### src/core/rtcb_map.vh
// register map, field layout, reset values and timing figures of the calendar clock
`ifndef RTCB_MAP_VH
`define RTCB_MAP_VH
// -----------------------------------------------------------------
// register byte offsets
// -----------------------------------------------------------------
`define RTCB_A_TIME 8'h00
`define RTCB_A_DATE 8'h04
`define RTCB_A_CTRL 8'h08
`define RTCB_A_ALRM 8'h0c
`define RTCB_A_WUTR 8'h10
`define RTCB_A_CALB 8'h14
`define RTCB_A_STAT 8'h18
`define RTCB_A_MASK 8'h1c
`define RTCB_A_BKP 8'h40
`define RTCB_BKP_NUM 20
// -----------------------------------------------------------------
// control bits, status bits
// -----------------------------------------------------------------
`define RTCB_C_FMT12 0
`define RTCB_C_ALREN 1
`define RTCB_C_WUTEN 2
`define RTCB_C_CALEN 3
`define RTCB_S_ALARM 0
`define RTCB_S_WAKE 1
`define RTCB_S_TAMP 2
`define RTCB_CALP_BIT 15
// -----------------------------------------------------------------
// reset values
// -----------------------------------------------------------------
`define RTCB_R_HOUR 6'h00
`define RTCB_R_WDAY 3'h1
`define RTCB_R_DATE 6'h01
`define RTCB_R_MON 5'h01
`define RTCB_R_YEAR 8'h00
`define RTCB_R_WUTR 16'hffff
// -----------------------------------------------------------------
// timing: prescaler split, compensation window, wakeup range
// -----------------------------------------------------------------
`define RTCB_ADIV_W 7
`define RTCB_SDIV_W 8
`define RTCB_CALWIN_W 20
`define RTCB_CALP_N 20'h00200
`define RTCB_WUT_MIN_US 120
`define RTCB_WUT_MAX_H 36
`endif

### src/core/rtcb_bkp_mem.v
// backup word store with tamper wipe and registered read port
`timescale 1ns/1ps
`default_nettype none
module rtcb_bkp_mem #(
    parameter NUM = 20,
    parameter AW = 5
) (
    // clock and reset
    input wire clk,
    input wire rst,
    // wipe and write
    input wire wipe,
    input wire wr,
    input wire [AW-1:0] widx,
    input wire [31:0] wdata,
    // read
    input wire rd,
    input wire hit,
    input wire [AW-1:0] ridx,
    input wire [31:0] alt,
    output reg [31:0] rdata
);
reg [31:0] mem [0:NUM-1];
integer i;
always @(posedge clk) begin
    if (rst || wipe) begin
        for (i = 0; i < NUM; i = i + 1) begin
            mem[i] <= 32'h0000_0000;
        end
    end else if (wr) begin
        mem[widx] <= wdata;
    end
end
// non-backup reads ride the same register so read data always come from a flop
always @(posedge clk) begin
    if (rst) begin
        rdata <= 32'h0000_0000;
    end else if (rd) begin
        rdata <= hit ? mem[ridx] : alt;
    end else begin
        rdata <= 32'h0000_0000;
    end
end
endmodule // rtcb_bkp_mem
`default_nettype wire

### src/core/rtcb_wakeup.v
// periodic wakeup down-counter
`timescale 1ns/1ps
`default_nettype none
module rtcb_wakeup (
    // clock and reset
    input wire clk,
    input wire rst,
    // control
    input wire en,
    input wire [2:0] sel,
    input wire [15:0] reload,
    // time bases
    input wire lse_tick,
    input wire spre_tick,
    // event
    output reg wake
);
reg [3:0] div;
reg [16:0] cnt;
reg tick;
wire [16:0] load = {sel[2] & sel[1], reload};
always @* begin
    case (sel)
        3'h0: tick = lse_tick & (div == 4'hf);
        3'h1: tick = lse_tick & (div[2:0] == 3'h7);
        3'h2: tick = lse_tick & (div[1:0] == 2'h3);
        3'h3: tick = lse_tick & div[0];
        default: tick = spre_tick;
    endcase
end
always @(posedge clk) begin
    if (rst) begin
        div <= 4'h0;
        cnt <= 17'h00000;
        wake <= 1'b0;
    end else begin
        if (lse_tick) begin
            div <= div + 4'h1;
        end
        wake <= 1'b0;
        if (!en) begin
            cnt <= load;
        end else if (tick) begin
            if (cnt == 17'h00000) begin
                cnt <= load;
                wake <= 1'b1;
            end else begin
                cnt <= cnt - 17'h00001;
            end
        end
    end
end
endmodule // rtcb_wakeup
`default_nettype wire

### src/core/rtcb_top.v
// BCD calendar clock with alarm, wakeup, calibration, compensation and backup words
// -----------------------------------------------------------------
// -----------------------------------------------------------------
//
// The plain strobed port and the register addresses were decided locally.
`timescale 1ns/1ps
`default_nettype none
`include "rtcb_map.vh"
module rtcb_top (
    // clock and backup-domain reset
    input wire clk,
    input wire rst,
    // register port
    input wire [7:0] addr,
    input wire [31:0] wdata,
    input wire wr,
    input wire rd,
    output wire [31:0] rdata,
    // pins and power state
    input wire lse_clk,
    input wire tamper,
    input wire standby,
    // outputs
    output reg cal_out,
    output reg irq,
    output reg wake_out
);
// -----------------------------------------------------------------
// helpers
// -----------------------------------------------------------------
function [7:0] bcd_inc;
    input [7:0] v;
    begin
        if (v[3:0] == 4'h9) begin
            bcd_inc = {v[7:4] + 4'h1, 4'h0};
        end else begin
            bcd_inc = {v[7:4], v[3:0] + 4'h1};
        end
    end
endfunction
function [5:0] month_len;
    input [4:0] m;
    input [7:0] y;
    reg leap;
    begin
        if (y[4]) begin
            leap = (y[3:0] == 4'h2) || (y[3:0] == 4'h6);
        end else begin
            leap = (y[3:0] == 4'h0) || (y[3:0] == 4'h4) || (y[3:0] == 4'h8);
        end
        case (m)
            5'h02: month_len = leap ? 6'h29 : 6'h28;
            5'h04, 5'h06, 5'h09, 5'h11: month_len = 6'h30;
            default: month_len = 6'h31;
        endcase
    end
endfunction
// -----------------------------------------------------------------
// state
// -----------------------------------------------------------------
reg [6:0] sec, min;
reg [5:0] hour;
reg pm;
reg [2:0] wday;
reg [5:0] date;
reg [4:0] month;
reg [7:0] year;
reg [22:0] alarm;
reg [8:0] ctrl;
reg [15:0] wut_reload;
reg [15:0] calib;
reg [2:0] stat, mask;
reg lse_s1, lse_s2, lse_s3;
reg tmp_s1, tmp_s2, tmp_s3;
reg raw_d;
reg [`RTCB_CALWIN_W-1:0] win;
reg [`RTCB_ADIV_W-1:0] adiv;
reg [`RTCB_SDIV_W-1:0] sdiv;
reg sec_tick, tick_d;
reg [6:0] next_sec, next_min;
reg [5:0] next_hour;
reg next_pm;
reg [2:0] next_wday;
reg [5:0] next_date;
reg [4:0] next_month;
reg [7:0] next_year;
reg [2:0] next_stat;
reg day_carry;
reg [31:0] alt;
wire wake_ev;
// -----------------------------------------------------------------
// bus decode
// -----------------------------------------------------------------
// bus is fenced off in standby so nothing disturbs the kept state
wire bus_wr = wr & ~standby;
wire bus_rd = rd & ~standby;
wire [7:0] boff = addr - `RTCB_A_BKP;
wire bkp_hit = (addr >= `RTCB_A_BKP) && (boff < 8'h50);
wire [4:0] bidx = boff[6:2];
wire w_time = bus_wr && (addr == `RTCB_A_TIME);
wire w_date = bus_wr && (addr == `RTCB_A_DATE);
wire r_stat = bus_rd && (addr == `RTCB_A_STAT);
wire fmt12 = ctrl[`RTCB_C_FMT12];
// -----------------------------------------------------------------
// pin synchronisers and edge detect
// -----------------------------------------------------------------
always @(posedge clk) begin
    if (rst) begin
        lse_s1 <= 1'b0;
        lse_s2 <= 1'b0;
        lse_s3 <= 1'b0;
        tmp_s1 <= 1'b0;
        tmp_s2 <= 1'b0;
        tmp_s3 <= 1'b0;
    end else begin
        lse_s1 <= lse_clk;
        lse_s2 <= lse_s1;
        lse_s3 <= lse_s2;
        tmp_s1 <= tamper;
        tmp_s2 <= tmp_s1;
        tmp_s3 <= tmp_s2;
    end
end
wire raw_tick = lse_s2 & ~lse_s3;
wire tamp_ev = tmp_s2 & ~tmp_s3;
// -----------------------------------------------------------------
// drift compensation and prescaler
// -----------------------------------------------------------------
// skipped ticks sit at the start of each 2^20-tick window; the window
// is about 32 s, so the correction is only exact when averaged over it
wire skip = ({11'h000, calib[8:0]} > win);
wire ins = calib[`RTCB_CALP_BIT] && (win < `RTCB_CALP_N);
wire comp_tick = (raw_tick & ~skip) | (raw_d & ins);
wire apre_tick = comp_tick && (adiv == {`RTCB_ADIV_W{1'b1}});
wire spre_tick = apre_tick && (sdiv == {`RTCB_SDIV_W{1'b1}});
always @(posedge clk) begin
    if (rst) begin
        raw_d <= 1'b0;
        win <= {`RTCB_CALWIN_W{1'b0}};
        adiv <= {`RTCB_ADIV_W{1'b0}};
        sdiv <= {`RTCB_SDIV_W{1'b0}};
        sec_tick <= 1'b0;
        tick_d <= 1'b0;
        cal_out <= 1'b0;
    end else begin
        raw_d <= raw_tick;
        if (raw_tick) begin
            win <= win + {{(`RTCB_CALWIN_W-1){1'b0}}, 1'b1};
        end
        if (comp_tick) begin
            adiv <= adiv + {{(`RTCB_ADIV_W-1){1'b0}}, 1'b1};
        end
        if (w_time) begin
            sdiv <= {`RTCB_SDIV_W{1'b0}};
        end else if (apre_tick) begin
            sdiv <= sdiv + {{(`RTCB_SDIV_W-1){1'b0}}, 1'b1};
        end
        sec_tick <= spre_tick & ~w_time;
        tick_d <= sec_tick;
        // bit 5 of the 128 divider toggles every 32 ticks: 512 Hz at 32768 Hz
        cal_out <= ctrl[`RTCB_C_CALEN] & adiv[5];
    end
end
// -----------------------------------------------------------------
// calendar next state
// -----------------------------------------------------------------
wire [7:0] sec_inc = bcd_inc({1'b0, sec});
wire [7:0] min_inc = bcd_inc({1'b0, min});
wire [7:0] hour_inc = bcd_inc({2'b00, hour});
wire [7:0] date_inc = bcd_inc({2'b00, date});
wire [7:0] mon_inc = bcd_inc({3'b000, month});
wire [7:0] year_inc = bcd_inc(year);
always @* begin
    next_sec = sec;
    next_min = min;
    next_hour = hour;
    next_pm = pm;
    next_wday = wday;
    next_date = date;
    next_month = month;
    next_year = year;
    day_carry = 1'b0;
    if (sec_tick) begin
        next_sec = sec_inc[6:0];
        if (sec == 7'h59) begin
            next_sec = 7'h00;
            next_min = min_inc[6:0];
            if (min == 7'h59) begin
                next_min = 7'h00;
                next_hour = hour_inc[5:0];
                if (fmt12) begin
                    if (hour == 6'h12) begin
                        next_hour = 6'h01;
                    end else if (hour == 6'h11) begin
                        next_pm = ~pm;
                        day_carry = pm;
                    end
                end else if (hour == 6'h23) begin
                    next_hour = 6'h00;
                    day_carry = 1'b1;
                end
            end
        end
    end
    if (day_carry) begin
        next_wday = (wday == 3'h7) ? 3'h1 : wday + 3'h1;
        next_date = date_inc[5:0];
        if (date == month_len(month, year)) begin
            next_date = 6'h01;
            next_month = mon_inc[4:0];
            if (month == 5'h12) begin
                next_month = 5'h01;
                next_year = year_inc;
            end
        end
    end
end
// -----------------------------------------------------------------
// calendar and configuration registers
// -----------------------------------------------------------------
// only the backup-domain reset clears this; standby leaves it counting
always @(posedge clk) begin
    if (rst) begin
        sec <= 7'h00;
        min <= 7'h00;
        hour <= `RTCB_R_HOUR;
        pm <= 1'b0;
        wday <= `RTCB_R_WDAY;
        date <= `RTCB_R_DATE;
        month <= `RTCB_R_MON;
        year <= `RTCB_R_YEAR;
        ctrl <= 9'h000;
        alarm <= 23'h000000;
        wut_reload <= `RTCB_R_WUTR;
        calib <= 16'h0000;
        mask <= 3'h0;
    end else begin
        if (w_time) begin
            sec <= wdata[6:0];
            min <= wdata[14:8];
            hour <= wdata[21:16];
            pm <= wdata[22];
        end else begin
            sec <= next_sec;
            min <= next_min;
            hour <= next_hour;
            pm <= next_pm;
        end
        if (w_date) begin
            date <= wdata[5:0];
            month <= wdata[12:8];
            wday <= wdata[15:13];
            year <= wdata[23:16];
        end else begin
            date <= next_date;
            month <= next_month;
            wday <= next_wday;
            year <= next_year;
        end
        if (bus_wr && (addr == `RTCB_A_CTRL)) begin
            ctrl <= wdata[8:0];
        end
        if (bus_wr && (addr == `RTCB_A_ALRM)) begin
            alarm <= wdata[22:0];
        end
        if (bus_wr && (addr == `RTCB_A_WUTR)) begin
            wut_reload <= wdata[15:0];
        end
        if (bus_wr && (addr == `RTCB_A_CALB)) begin
            calib <= wdata[15:0];
        end
        if (bus_wr && (addr == `RTCB_A_MASK)) begin
            mask <= wdata[2:0];
        end
    end
end
// -----------------------------------------------------------------
// events, status and interrupt
// -----------------------------------------------------------------
wire [22:0] now = {pm, hour, 1'b0, min, 1'b0, sec};
wire alarm_ev = ctrl[`RTCB_C_ALREN] && tick_d && (now == alarm);
always @* begin
    next_stat = stat;
    if (r_stat) begin
        next_stat = 3'h0;
    end
    // a new event wins over the read that clears
    next_stat = next_stat | {tamp_ev, wake_ev, alarm_ev};
end
always @(posedge clk) begin
    if (rst) begin
        stat <= 3'h0;
        irq <= 1'b0;
        wake_out <= 1'b0;
    end else begin
        stat <= next_stat;
        irq <= |(stat & mask);
        // wake request ignores the mask so stop and standby exit always work
        wake_out <= stat[`RTCB_S_ALARM] | stat[`RTCB_S_WAKE];
    end
end
// -----------------------------------------------------------------
// wakeup timer
// -----------------------------------------------------------------
rtcb_wakeup u_wake (
    .clk(clk),
    .rst(rst),
    .en(ctrl[`RTCB_C_WUTEN]),
    .sel(ctrl[6:4]),
    .reload(wut_reload),
    .lse_tick(comp_tick),
    .spre_tick(spre_tick),
    .wake(wake_ev)
);
// -----------------------------------------------------------------
// read mux and backup words
// -----------------------------------------------------------------
always @* begin
    case (addr)
        `RTCB_A_TIME: alt = {9'h000, now};
        `RTCB_A_DATE: alt = {8'h00, year, wday, month, 2'b00, date};
        `RTCB_A_CTRL: alt = {23'h000000, ctrl};
        `RTCB_A_ALRM: alt = {9'h000, alarm};
        `RTCB_A_WUTR: alt = {16'h0000, wut_reload};
        `RTCB_A_CALB: alt = {16'h0000, calib};
        `RTCB_A_STAT: alt = {29'h00000000, stat};
        `RTCB_A_MASK: alt = {29'h00000000, mask};
        default: alt = 32'h0000_0000;
    endcase
end
rtcb_bkp_mem #(
    .NUM(`RTCB_BKP_NUM),
    .AW(5)
) u_bkp (
    .clk(clk),
    .rst(rst),
    .wipe(tamp_ev),
    .wr(bus_wr & bkp_hit),
    .widx(bidx),
    .wdata(wdata),
    .rd(bus_rd),
    .hit(bkp_hit),
    .ridx(bidx),
    .alt(alt),
    .rdata(rdata)
);
endmodule // rtcb_top
`default_nettype wire

### config.mk
export PLATFORM = sky130hd
export DESIGN_NAME = rtcb_top
export DESIGN_NICKNAME = d
export VERILOG_FILES = /design/src/core/rtcb_bkp_mem.v /design/src/core/rtcb_wakeup.v /design/src/core/rtcb_top.v
export VERILOG_INCLUDE_DIRS = /design/src /design/src/core
export SDC_FILE = /design/constraint.sdc
export NUM_CORES = 2
export LEC_CHECK = 0
export ABC_CLOCK_PERIOD_IN_PS = 7400
export BUFFER_PORTS_ARGS = -buffer_cell sky130_fd_sc_hd__buf_2
export CAP_MARGIN = 20
export CORE_UTILIZATION = 42
export DETAILED_ROUTE_END_ITERATION = 6
export GPL_TIMING_DRIVEN = 0
export SLEW_MARGIN = 40
export SYNTH_ARGS = -nofsm -noshare
export SYNTH_HDL_FRONTEND = slang
export SYNTH_SLANG_ARGS = --single-unit
### constraint.sdc
create_clock -name clk -period 7.4 [get_ports clk]
set_input_delay 1.11 -clock clk [delete_from_list [all_inputs] [get_ports clk]]
set_output_delay 1.11 -clock clk [all_outputs]
set_load 0.05 [all_outputs]
==> flow_results.org <==
** Power and ir drop
- Worst-case vdd ir drop :: 0.192 mV
- Fraction of power consumed by combinational cells :: 6.9%
- The share of total power dissipated in the clock network is 43.5%.
- In this run the power spent charging and discharging nets is 3.66 mW.
- Net switching is a little under a quarter of the power.
- Static leakage :: 22.0 nW
- The internal portion of the total power is around 12 mW.
- In this run, flip-flops and latches consume 49.7% of the power.
- P per Cell Area :: approximately 250 nW/µm²

** Worst setup path
- Critical path arrival :: 5.60 ns
- The worst setup path is launched from an input port.
- Worst Path Class, Setup :: input port to flip-flop
- The worst setup path is captured at a flip-flop.
- Of all nets on the critical path, the largest fanout is 12.
- Data on the critical path is required at its endpoint by 7.86 ns.

** Placement
- The wire-length estimate of the detail-placed layout is 126 mm.
- Port buffering added 79 buffers.
- GP Congestion :: 0.938
- In this run the cell area measured after placement is 58400 µm².

** Logic synthesis
- Post-synth top area share :: a little under three fifths
- The most used flip-flop cell after synthesis is edfxtp_1.
- Summed over all instances, the cell type with the most area after synthesis is edfxtp_1.
- Part of the Yosys area used for sequential elements :: 64.7%
- Ranked by total cell area, the synthesized netlist is headed by edfxtp_1, mux4_2, dfxtp_1.
- Warning count from the yosys run :: 0
- Synthesized instance count :: 3682
- Post-synthesis cell area :: 54100 µm²
- In this run, distinct cell masters in the synthesized netlist total 84.
- EDFF count, synth :: between 1000 and 1500
- In this run the mean area of a mapped cell was 14.7 µm².
- Of all flip-flops after synthesis, the portion carrying an async set or reset was 0%.
- Total nets after synthesis :: 3760
- Register bit count reported by yosys :: 1238

** Cells and area
- Final cell area excluding filler cells :: 62800 µm²
- Of the cells placed in the final design, the portion with a size suffix greater than 1 is between 20% and 30%.
- Count of nets after finishing :: between 4000 and 5000
- The number of antenna diodes in the final layout is 0.
- Area Overhead vs Synth :: 16.1%
- Number of inserted filler cells in the final layout :: 10700

** CTS
- TritonCTS built the clock tree.
- CTS Sinks :: about 1200
- Post-cts repair resize count :: 0
- Clock Root Buffer :: clkbuf_16
- Post-CTS Setup Inserts :: 0
- CTS Buf Count :: 136
- Level count of the clock H-tree :: 4
- Clock transition at the registers of the reported paths :: approximately 0.06 ns
- Latest clock arrival within the worst-skew pair :: 0.79 ns
- Max Root-Sink Buffers :: 3
- The number of hold buffers added after CTS was 0.

** Floorplan
- Number of primary I/O pins :: 82
- The total area inside the core boundary comes to 128000 µm².
- For this configuration, the core starts out at a cell density of 42.4%.
- The die is 361 µm tall.
- Total die area :: 130000 µm²
- Horizontal extent of the die :: 361 µm
- The floorplan has roughly 130 rows.

** STA
- Worst hold margin :: 0.413 ns
- The final-report hold violation count is 0.
- The number of max-slew violations in the final report came to 0.
- Between clock sinks in the finished design, the worst skew comes to 0.0249 ns.
- Period utilization :: 69.4%
- Count of final setup violators :: 0
- Setup total negative slack on the finished layout was measured at 0 ns.
- Unrepaired setup endpoints after global routing :: false
- Pin slew with the least headroom to its limit :: 0.928 ns
- Clock period minus worst slack :: 5.14 ns
- Timing would allow up to 195 MHz.
- In this run the tightest slew margin relative to its limit is 37.5%.

** Routing
- After detailed routing, the number of remaining DRC violations is 2.
- Detail-routed via count per cell :: 5.97
- In this run the remaining antenna-violating nets after routing total 0.
- Final routed wire length divided by cell count :: 30.7 µm
- Total wire length after detailed routing :: 177 mm
- The first detailed-routing pass took 7 iterations.
- Iteration-0 DRC Markers :: 5282
- Vias :: 34400

** Global route
- Via count of the first global-routing pass :: about 33000
- Entering global routing, the biggest net connects 33 pins.
- Initial antenna violation count :: 14
- The first global-routing pass estimated 248 mm of wire.
- Global routing used 27.1% of the available tracks across all layers.
- The total overflow left after global routing is 0.

** Outcome
- The flow ran to the end, but the final reports show violations.
- Failing checks :: DRC

** Flow run
- # Max-Cap Violations :: 0

** Hold path
- Worst min path class :: flip-flop to flip-flop
layout by cell type (no fill, tap or decap), types with 54 or more instances in the layout:
cell type,instances
mux4_2,296
nand3_1,54
clkbuf_1,229
nor2_1,133
clkbuf_16,137
a21oi_1,104
nand2_1,238
buf_2,163
and2_1,653
dfxtp_1,214
edfxtp_1,1024
critical path, cell delays in order:
cell and delay [ns]:
clkbuf_2 0.29, inv_2 0.36, buf_2 0.45, ha_1 0.21
nand2b_1 0.05, a21oi_1 0.35, and3_1 0.55, nand3b_1 0.24
clkbuf_2 0.42, nor3_2 0.66, buf_2 0.35, buf_2 0.26
buf_2 0.26
cell families (layout without fill, tap and decap cells):
kind of cell | after synthesis | count (layout) | synth area share [%]
buffers and inverters | 336 | 753 | 2.45
flip-flops | 1238 | 1238 | 64.7
multiplexers | 348 | 348 | 13.3
XOR/XNOR | 62 | 62 | 1.00
AO/OA/AOI/OAI | 376 | 376 | 4.60
AND/OR/NAND/NOR | 1291 | 1291 | 13.2
adder cells (fa/ha/maj) | 31 | 31 | 0.717
per-stage QoR:
stage               utilization, %  setup WS [ns]  instances  power [mW]
global route                  49.2           2.28       5761        16.1
finish                        49.2           2.26       5761        15.7
detailed placement            45.7           1.26       5515        9.00
CTS                           49.2           2.09       5760        15.7
global placement              44.3          -3.63       5423        8.94
floorplan                        -           1.65       3682        8.45
area by class of cell:
cell class | instances | area, µm² | share of cell area, %
clock buffer | 171 | 3610 | 5.74
tap | 1662 | 2080 | 3.31
inverter | 37 | 139 | 0.221
buffer | 299 | 1250 | 1.99
sequential | 1238 | 35000 | 55.8
timing repair buffer | 172 | 1810 | 2.88
clock inverter | 74 | 825 | 1.31
multi-input combinational | 2108 | 18100 | 28.8
power by group through the flow:
| stage | combinational [mW] | sequential [mW] | clock [mW] |
|---|---|---|---|
| 2_1_floorplan | 0.513 | 7.93 | 0 |
| 3_3_place_gp | 0.983 | 7.96 | 0 |
| 3_5_place_dp | 1.06 | 7.94 | 0 |
| 4_1_cts | 1.06 | 7.79 | 6.88 |
| 5_1_grt | 1.10 | 7.81 | 7.15 |
| 6_report | 1.08 | 7.79 | 6.82 |
state kept, by name (all words and copies together), names as in the netlist, 7 cells and up:
register and flops:
u_bkp.rdata 32, alarm 23, u_wake.cnt 17, year 8, adiv 7, sdiv 8
calib 16, win 20, u_bkp.mem 1024, wut_reload 16, ctrl 9, min 7
sec 7
routing by layer:
metal	GRT usage [%]	wire, µm	vias to the layer above
met5	0	29	-
met4	10.2	7110	4
met3	5.59	16800	318
met2	41.6	81000	1892
met1	38.0	71800	17700
li1	-	-	14500
Yosys cell counts (9+ instances only):
cell type	number
nand4_1	22
nand3_1	54
nor3_1	41
o211ai_1	13
nand2_1	238
edfxtp_1	1024
inv_1	36
nand2b_1	18
a211oi_1	17
clkbuf_1	229
nand3b_1	25
dfxtp_1	214
o22ai_1	19
a22oi_1	49
a22o_1	9
mux2i_1	42
and3_1	11
nor4_1	11
ha_1	31
a31oi_1	13
a221oi_1	22
mux4_2	296
xnor2_1	21
a21oi_1	105
nor2b_1	17
buf_2	42
xor2_1	41
and2_1	653
o21ai_0	67
mux2_2	9
or3_1	10
nor2_1	144
buf_1	26
path summary, 6_finish.rpt:
path | slack, ns | depth (start not counted) | start | to
max | 2.26 | 13 | addr[6] | u_bkp.mem[26][1]
min | 0.41 | 1 | lse_s3 | raw_d
max reg2reg | 3.43 | 9 | tmp_s3 | u_bkp.mem[26][1]
min reg2reg | 0.41 | 1 | lse_s3 | raw_d
Note: power is estimated with default switching activity, not from simulation.
